## src/shared/lmq_pkg.sv

```systemverilog
package lmq_pkg;
   localparam int          LMQ_NUM_Q          = 4;
   localparam int          LMQ_QW             = 2;
   localparam int          LMQ_CFG_WORDS      = 4;
   localparam int          LMQ_NUM_EVT        = 2;
   // Register byte offsets
   localparam logic [11:0] LMQ_OFS_SIG        = 12'h000;
   localparam logic [11:0] LMQ_OFS_REV        = 12'h004;
   localparam logic [11:0] LMQ_OFS_FUNC       = 12'h008;
   localparam logic [11:0] LMQ_OFS_MAKER      = 12'h00c;
   localparam logic [11:0] LMQ_OFS_OFF_CAP    = 12'h010;
   localparam logic [11:0] LMQ_OFS_OFF_SEL    = 12'h014;
   localparam logic [11:0] LMQ_OFS_ACC_CAP    = 12'h020;
   localparam logic [11:0] LMQ_OFS_ACC_SEL    = 12'h024;
   localparam logic [11:0] LMQ_OFS_PAGE       = 12'h028;
   localparam logic [11:0] LMQ_OFS_RSEL       = 12'h030;
   localparam logic [11:0] LMQ_OFS_RLIMIT     = 12'h034;
   localparam logic [11:0] LMQ_OFS_RSIZE      = 12'h038;
   localparam logic [11:0] LMQ_OFS_RALIGN     = 12'h03c;
   localparam logic [11:0] LMQ_OFS_RPFN       = 12'h040;
   localparam logic [11:0] LMQ_OFS_DOORBELL   = 12'h050;
   localparam logic [11:0] LMQ_OFS_PENDING    = 12'h060;
   localparam logic [11:0] LMQ_OFS_EVCLR      = 12'h064;
   localparam logic [11:0] LMQ_OFS_PROGRESS   = 12'h070;
   localparam logic [11:0] LMQ_OFS_CFG        = 12'h100;
   // Fixed read values
   localparam logic [31:0] LMQ_REV_VALUE      = 32'h0000_0001;
   localparam logic [31:0] LMQ_SIG_VALUE      = 32'h5a5a_1234; // Arbitrary value
   localparam logic [31:0] LMQ_FUNC_VALUE     = 32'h0000_0003; // Arbitrary value
   localparam logic [31:0] LMQ_MAKER_VALUE    = 32'h0000_abcd; // Arbitrary value
   localparam logic [31:0] LMQ_OFF_CAP0       = 32'h0000_0011;
   localparam logic [31:0] LMQ_OFF_CAP1       = 32'h0000_0000;
   localparam logic [31:0] LMQ_RING_LIMIT     = 32'h0000_0100;
   // Pending event bit positions
   localparam int          LMQ_EVT_USED       = 0;
   localparam int          LMQ_EVT_CFG        = 1;
   // Reset values
   localparam logic [31:0] LMQ_ZERO           = 32'h0000_0000;
   localparam logic [31:0] LMQ_PAGE_RESET     = 32'h0000_1000;
   localparam logic [31:0] LMQ_ALIGN_RESET    = 32'h0000_1000;
endpackage

```

## src/verilog/lmq_regs.sv

```systemverilog
`timescale 1ns/10ps
module lmq_regs
   import lmq_pkg::*;
(
   input  wire logic        clk,
   input  wire logic        sys_rst,
   input  wire logic        reg_req,
   input  wire logic        reg_wr,
   input  wire logic [11:0] reg_addr,
   input  wire logic [31:0] reg_wdata,
   input  wire logic        evt_used_in,
   input  wire logic        evt_cfg_in,
   output logic      [31:0] reg_rdata,
   output logic             reg_ack,
   output logic             irq_out,
   output logic             doorbell_pulse,
   output logic      [31:0] doorbell_index,
   output logic             dev_reset_pulse,
   output logic      [63:0] sel_base_addr,
   output logic      [31:0] accepted_cap0,
   output logic      [31:0] accepted_cap1
);

   typedef logic [31:0] lmq_word_t;

   lmq_word_t                    off_sel_reg;
   lmq_word_t                    acc_sel_reg;
   lmq_word_t                    acc_cap_reg [LMQ_QW];
   lmq_word_t                    page_reg;
   lmq_word_t                    rsel_reg;
   lmq_word_t                    rsize_reg   [LMQ_NUM_Q];
   lmq_word_t                    ralign_reg  [LMQ_NUM_Q];
   lmq_word_t                    rpfn_reg    [LMQ_NUM_Q];
   lmq_word_t                    progress_reg;
   lmq_word_t                    cfg_reg     [LMQ_CFG_WORDS];
   logic      [LMQ_NUM_EVT-1:0]  pending_reg;
   logic      [LMQ_NUM_EVT-1:0]  pending_next;
   logic      [LMQ_NUM_EVT-1:0]  evt_set;
   logic                         wr_en;
   logic                         rd_en;
   logic                         soft_rst;
   logic                         q_ok;
   logic      [1:0]              q_idx;

   function automatic logic hit(input logic [11:0] a, input logic [11:0] ofs);
      hit = (a == ofs);
   endfunction

   function automatic logic [1:0] cfg_slot(input logic [11:0] a);
      cfg_slot = a[3:2];
   endfunction

   function automatic logic cfg_hit(input logic [11:0] a);
      cfg_hit = (a[11:4] == LMQ_OFS_CFG[11:4]);
   endfunction

   assign wr_en    = reg_req && reg_wr;
   assign rd_en    = reg_req && !reg_wr;
   // Selects outside the implemented queues address nothing
   assign q_ok     = (rsel_reg < 32'(LMQ_NUM_Q));
   assign q_idx    = rsel_reg[1:0];
   assign soft_rst = wr_en && hit(reg_addr, LMQ_OFS_PROGRESS) && (reg_wdata == LMQ_ZERO);
   assign evt_set  = {evt_cfg_in, evt_used_in};

   // Global configuration writes
   always_ff @(posedge clk) begin
      if (sys_rst || soft_rst) begin
         off_sel_reg <= LMQ_ZERO;
         acc_sel_reg <= LMQ_ZERO;
         page_reg    <= LMQ_PAGE_RESET;
         rsel_reg    <= LMQ_ZERO;
      end else if (wr_en) begin
         if (hit(reg_addr, LMQ_OFS_OFF_SEL)) begin
            off_sel_reg <= reg_wdata;
         end
         if (hit(reg_addr, LMQ_OFS_ACC_SEL)) begin
            acc_sel_reg <= reg_wdata;
         end
         if (hit(reg_addr, LMQ_OFS_PAGE)) begin
            page_reg <= reg_wdata;
         end
         if (hit(reg_addr, LMQ_OFS_RSEL)) begin
            rsel_reg <= reg_wdata;
         end
      end
   end

   // Accepted capability words, indexed by their select
   always_ff @(posedge clk) begin
      if (sys_rst || soft_rst) begin
         for (int i = 0; i < LMQ_QW; i++) begin
            acc_cap_reg[i] <= LMQ_ZERO;
         end
      end else if (wr_en && hit(reg_addr, LMQ_OFS_ACC_CAP) && acc_sel_reg < 32'(LMQ_QW)) begin
         acc_cap_reg[acc_sel_reg[0]] <= reg_wdata;
      end
   end

   // Per-queue storage; only the selected entry changes
   always_ff @(posedge clk) begin
      if (sys_rst || soft_rst) begin
         for (int i = 0; i < LMQ_NUM_Q; i++) begin
            rsize_reg[i]  <= LMQ_ZERO;
            ralign_reg[i] <= LMQ_ALIGN_RESET;
            rpfn_reg[i]   <= LMQ_ZERO;
         end
      end else if (wr_en && q_ok) begin
         if (hit(reg_addr, LMQ_OFS_RSIZE)) begin
            rsize_reg[q_idx] <= reg_wdata;
         end
         if (hit(reg_addr, LMQ_OFS_RALIGN)) begin
            ralign_reg[q_idx] <= reg_wdata;
         end
         if (hit(reg_addr, LMQ_OFS_RPFN)) begin
            rpfn_reg[q_idx] <= reg_wdata;
         end
      end
   end

   // Driver progress flags; a zero write is the soft reset instead
   always_ff @(posedge clk) begin
      if (sys_rst || soft_rst) begin
         progress_reg <= LMQ_ZERO;
      end else if (wr_en && hit(reg_addr, LMQ_OFS_PROGRESS)) begin
         progress_reg <= reg_wdata;
      end
   end

   // Function-specific space survives a soft reset
   always_ff @(posedge clk) begin
      if (sys_rst) begin
         for (int i = 0; i < LMQ_CFG_WORDS; i++) begin
            cfg_reg[i] <= LMQ_ZERO;
         end
      end else if (wr_en && cfg_hit(reg_addr)) begin
         cfg_reg[cfg_slot(reg_addr)] <= reg_wdata;
      end
   end

   // Sticky events; a new event wins over a clear in the same cycle
   always_comb begin
      pending_next = pending_reg;
      if (wr_en && hit(reg_addr, LMQ_OFS_EVCLR)) begin
         pending_next = pending_next & ~reg_wdata[LMQ_NUM_EVT-1:0];
      end
      pending_next = pending_next | evt_set;
   end

   always_ff @(posedge clk) begin
      if (sys_rst || soft_rst) begin
         pending_reg <= '0;
         irq_out     <= 1'b0;
      end else begin
         pending_reg <= pending_next;
         irq_out     <= |pending_next;
      end
   end

   // Read data path
   always_ff @(posedge clk) begin
      if (sys_rst) begin
         reg_rdata <= LMQ_ZERO;
         reg_ack   <= 1'b0;
      end else begin
         reg_ack <= reg_req;
         if (rd_en) begin
            if (cfg_hit(reg_addr)) begin
               reg_rdata <= cfg_reg[cfg_slot(reg_addr)];
            end else begin
               case (reg_addr)
                  LMQ_OFS_SIG:      reg_rdata <= LMQ_SIG_VALUE;
                  LMQ_OFS_REV:      reg_rdata <= LMQ_REV_VALUE;
                  LMQ_OFS_FUNC:     reg_rdata <= LMQ_FUNC_VALUE;
                  LMQ_OFS_MAKER:    reg_rdata <= LMQ_MAKER_VALUE;
                  LMQ_OFS_OFF_CAP:  reg_rdata <= (off_sel_reg == LMQ_ZERO) ? LMQ_OFF_CAP0 :
                                                 (off_sel_reg == 32'h0000_0001) ? LMQ_OFF_CAP1 : LMQ_ZERO;
                  LMQ_OFS_RLIMIT:   reg_rdata <= q_ok ? LMQ_RING_LIMIT : LMQ_ZERO;
                  LMQ_OFS_RPFN:     reg_rdata <= q_ok ? rpfn_reg[q_idx] : LMQ_ZERO;
                  LMQ_OFS_PENDING:  reg_rdata <= {{(32-LMQ_NUM_EVT){1'b0}}, pending_reg};
                  LMQ_OFS_PROGRESS: reg_rdata <= progress_reg;
                  default:          reg_rdata <= LMQ_ZERO;
               endcase
            end
         end
      end
   end

   // Doorbell and soft reset strobes
   always_ff @(posedge clk) begin
      if (sys_rst) begin
         doorbell_pulse  <= 1'b0;
         doorbell_index  <= LMQ_ZERO;
         dev_reset_pulse <= 1'b0;
      end else begin
         doorbell_pulse  <= wr_en && hit(reg_addr, LMQ_OFS_DOORBELL);
         dev_reset_pulse <= soft_rst;
         if (wr_en && hit(reg_addr, LMQ_OFS_DOORBELL)) begin
            doorbell_index <= reg_wdata;
         end
      end
   end

   // Guest address of the selected queue's first page
   always_ff @(posedge clk) begin
      if (sys_rst) begin
         sel_base_addr <= 64'h0;
      end else begin
         sel_base_addr <= q_ok ? (64'(rpfn_reg[q_idx]) * 64'(page_reg)) : 64'h0;
      end
   end

   always_ff @(posedge clk) begin
      if (sys_rst) begin
         accepted_cap0 <= LMQ_ZERO;
         accepted_cap1 <= LMQ_ZERO;
      end else begin
         accepted_cap0 <= acc_cap_reg[0];
         accepted_cap1 <= acc_cap_reg[1];
      end
   end
endmodule
```

## config.mk

```make
export PLATFORM = sky130hd
export DESIGN_NAME = lmq_regs
export DESIGN_NICKNAME = d
export VERILOG_FILES = /design/src/shared/lmq_pkg.sv /design/src/verilog/lmq_regs.sv
export SDC_FILE = /design/constraint.sdc
export NUM_CORES = 2
export LEC_CHECK = 0
export BUFFER_PORTS_ARGS = -buffer_cell sky130_fd_sc_hd__buf_2
export CAP_MARGIN = 20
export CORE_AREA = 4 4 389 391
export CTS_CLUSTER_SIZE = 28
export DETAILED_ROUTE_END_ITERATION = 8
export DIE_AREA = 0 0 393 395
export GPL_ROUTABILITY_DRIVEN = 0
export PLACE_DENSITY = 0.66
export SYNTH_ARGS = -nofsm -noshare
export SYNTH_HDL_FRONTEND = slang
export SYNTH_SLANG_ARGS = --single-unit
```

## constraint.sdc

```tcl
create_clock -name clk -period 7.85 [get_ports clk]
set_input_delay 1.57 -clock clk [delete_from_list [all_inputs] [get_ports clk]]
set_output_delay 1.57 -clock clk [all_outputs]
set_load 0.05 [all_outputs]
```

Word-level counts from Yosys, hierarchy flattened
Memory sizes are Yosys's and may differ from the RTL's. A register that Yosys moved wholly into a read port is not among the register bits.
Cells that the tools add are included.

cells by class
  multiply operators = 1
  equality and inequality tests = 16
  order comparisons = 2
  reduce and logical (&&, ||, !) cells = 24
  mux-type cells = 31
  bitwise gates (word level) = 4

operators by type and width
  cell                 count
  $pmux 32 s9          1
  $mux 32              5
  $reduce_or 32->1     3
  $logic_not 32->1     2
  $mul 32x32->64       1
  $eq 12x6->1 const B  5
  $eq 12x7->1 const B  5
  $lt 32x2->1 const B  1
  $lt 32x3->1 const B  1
  $eq 12x4->1 const B  2
  $eq 12x5->1 const B  2
  $mux 1               18
  $eq 12x3->1 const B  1
  $logic_not 12->1     1
  $logic_and 1x1->1    10
  $mux 2               5
  $mux 9               1
  $eq 8x5->1 const B   1
  $reduce_and 2->1     4
  $mux 5               1
  $reduce_or 2->1      2
  $and 2x2->2          1
  $not 2->2            1
  $or 2x2->2           1
  3 further kinds      3

word-level totals
  output and inout port bits = 196
  input bits = 50
  register bits = 294
  RAM bits = 320
  word-level logic and storage cells = 94
  memories kept = 3

memories
  memory       words  width  rd ports  clocked after memory_dff  write ports  RTL line        text
  cfg_reg      4      32     1         0                         4            lmq_regs.sv:35  lmq_word_t cfg_reg [LMQ_CFG_WORDS];
  rpfn_reg     4      32     1         1                         4            lmq_regs.sv:33  lmq_word_t rpfn_reg [LMQ_NUM_Q];
  acc_cap_reg  2      32     2         2                         2            lmq_regs.sv:28  lmq_word_t acc_cap_reg [LMQ_QW];

Logic depth before layout (Yosys ltp)
  depth in word-level cells = 8
  mapped depth = 31
  gate-level depth less buffers = 27

Least setup slack after synthesis
No wires, ideal clock.

  path kind = register to register
  from = reg (tool-made name)
  to = reg sel_base_addr[61]
  clock period less this slack = 8.450 ns
  buffers on the path = 3
  setup time = 0.128 ns
  arrival = 8.323 ns
  cell stages (with the launch flop) = 31
  setup slack = -0.600 ns
  data required time = 7.722 ns
  path through = dfxtp_1 clkbuf_1 buf_1 mux4_2 clkbuf_1 and2_1 fa_1 inv_1 fa_1 inv_1 fa_1 inv_1 fa_1 inv_1 fa_1 fa_1 fa_1 inv_1 fa_1 inv_1 ha_1 nand2_2 o21ai_0 nor3_1 a31oi_2 a31oi_1 o31a_1 or4_1 o211ai_2 xnor2_1 nor2_1

RTL lines
  element               RTL line         text
  end signal, assigned  lmq_regs.sv:208  sel_base_addr <= q_ok ? (64'(rpfn_reg[q_idx]) * 64'(page_reg)) : 64'h0;
  end, declared         lmq_regs.sv:19   output logic [63:0] sel_base_addr,

==> reports/results.ini <==
[outcome]
status=finished, violations left
violations=setup timing

[timing]
whs_ps=433
max_freq_ghz=0.121
clock_skew_ps=43.8
slew_headroom_pct=24.9
tightest_slew_ps=1130
finalMaxSlewViolations=0
finalCritPeriodShare_pct=106
hold_viol_final=0
period_minus_slack_ps=8300
rsz0062_at_grt=true
setup_violations=30
layout_setup_ws_ps=-448

[pwr]
pwr-share-seq_pct=47.1
swShare_pct=26.1
irDropWorstVdd_mv=0.210
leakagePower_nw=31.7
powerDensity_nw_per_um2=117
p_comb_share_pct=7.9
intPower_mw=6.01
pwr-share-clk_pct=45.0
power.total_mw=8.14
power.net_switching_mw=2.12

[clock_tree]
cts_buffers=76
cts_tree=done
h-tree-depth=3
root_buffer=clkbuf_16
ctsHoldBuffers=0
max-clock-path-buffers=3
cts_sinks=680
clk_pin_slew_ps=80
insertion_delay_ps=700

[drt]
remaining_drc_errors=0
dr.first_iter.drc_count=3852
dr_total_vias=43900
wl_per_cell_um=21.4
vias_per_cell=5.23
wirelength_um=180000
detail_route.first_pass.iterations=6
detail-route-antenna-nets=0

[synthesis]
synth_cells=5938
synthTopCellsByArea=fa_1 31%, edfxtp_1 16%, dfxtp_1 12%
ys_top_cells_by_count=898 x nand2_1, 896 x fa_1, 893 x inv_1
synthFlopType=dfxtp_1
synth_edf_count=320
synth.most_common_cell=nand2_1
async_flop_share_pct=0
syn_area_per_cell_um2=9.88
ys_ff_latch=680
seq_area_frac_synth_pct=28.7
synth_area_um2=58700
yosysTopAreaCell=fa_1
synth_top_area_share_pct=30.6
syn-num-nets=7147
synth.distinct_cells=59
ys_warn_count=0

[place]
numPortBuffers=245
dp.cells=8138
dp.final_hpwl_um=131000

[final_layout]
area_delta_synth_final_pct=18.8
final_cells=8389
fin_nets=7599
drive_gt1_share_pct=19.1

[global_route]
grt_pass1_vias=46000
track_usage_pct=23.1
antenna_found_initial=10
grt_pass1_wl_um=275000
grt_max_degree=97
grt_overflow=0

[min_path]
hold_path.class=register to register

[floorplanning]
start_util_pct=39.8
die_height_um=395
die_area_um2=155000
num_rows=141
core-area_um2=147000
die_x_um=393
top_level_ports=246

[setup_path]
worstPathArrival_ps=8820
cpPeakStageDelay_ps=640
endpoint_kind=register
path_class=register to register
slowest_stage=mux4_2
cp_max_fo=7
required_ps=8370
worst-path-buf-inv=7
cp-start-kind=register
cp_top_family=adder cells

[flow_run]
maxCapViolations=0

-- cell families after synthesis --
logic type	count (synthesis)	synth area share [%]
AOI/OAI and AO/OA	485	4.88
and+or+nand+nor	2194	18.6
muxes	66	2.49
xor gates and xnor gates	63	0.940
adders and majority gates	1159	36.2
DFF	680	28.7
buffers and inverters	1291	8.30
-- per-stage QoR --
step | setup TNS (ps) | worst slack, ps | instance area (um^2) | util, %
floorplan | 0 | 46.2 | 58800 | -
global placement | -18850 | -950 | 64400 | 43.7
detailed placement | -19610 | -896 | 64400 | 43.7
CTS | -5610 | -383 | 68700 | 46.6
global route | -15020 | -672 | 69700 | 47.3
finish | -7560 | -448 | 69700 | 47.3
-- worst reg2reg max path, delay by kind of cell (launching register included) --
family,cells,cell delay [ps]
adder cells (fa/ha/maj),9,4130
AO/OA/AOI/OAI,5,1010
AND/OR/NAND/NOR,5,980
buffers and inverters,7,850
multiplexers,1,640
flip-flops,1,380
XOR/XNOR,1,130
-- layer usage --
| metal | track usage [%] | wire length, um | vias up |
|---|---|---|---|
| li1 | - | - | 19300 |
| met1 | 31.5 | 74100 | 22300 |
| met2 | 37.0 | 83700 | 1982 |
| met3 | 4.51 | 15800 | 314 |
| met4 | 7.49 | 6010 | 2 |
| met5 | 0 | 11 | - |
-- cell usage in the layout, fill, tap and decap left out, drive strengths merged, types with 5 or more instances in the layout --
cell type and instances:
a211oi 17, a21o 23, a21oi 292, a221o 20, a222oi 10, a31oi 11, and2 785, and3 65
buf 765, bufinv 5, clkbuf 98, clkinv 35, dfxtp 360, diode 6, edfxtp 320, fa 896
ha 263, inv 897, mux4 66, nand2 900, nand2b 10, nand3 16, nand4 28, nor2 222
nor2b 73, nor3 40, nor4 35, o211ai 8, o21a 5, o21ai 58, o21bai 20, or3 6
xnor2 41, xor2 22
-- path summary, 6_finish.rpt --
kind                                   startpoint                           end  slack (ps)  cells after the start
setup / recovery                         register  sel_base_addr[61]$_SDFF_PP0_        -450                     28
hold / removal    acc_cap_reg[1][7]$_SDFFCE_PN0P_   accepted_cap1[7]$_SDFF_PP0_         430                      1
setup reg to reg                         register  sel_base_addr[61]$_SDFF_PP0_        -450                     28
hold reg to reg   acc_cap_reg[1][7]$_SDFFCE_PN0P_   accepted_cap1[7]$_SDFF_PP0_         430                      1
-- power groups by stage --
stage | Combinational, mW | Clock, mW | Sequential [mW]
after floorplan | 0.232 | 0 | 4.00
after global placement | 0.595 | 0 | 3.90
after detailed placement | 0.599 | 0 | 3.91
after CTS | 0.628 | 3.75 | 3.83
after global routing | 0.677 | 3.88 | 3.84
final | 0.645 | 3.66 | 3.83
-- cell type report --
cell class	instances	area (um^2)
antenna	6	15.0
clock buffer	95	2020
clock inverter	46	505
fill	13400	77800
inverter	893	3350
multi-input combinational	3969	38500
sequential	680	16800
tap	1930	2410
timing repair buffer	770	6100
-- timing repair --
| action | CTS | global route |
|---|---|---|
| setup buffers | 59 | 41 |
| gates resized for setup | 274 | 163 |
| setup endpoints to repair | 37 | 40 |
| pin swaps | 121 | 97 |
| cloned | 6 | 2 |
Power figures use the tool's default switching activity.
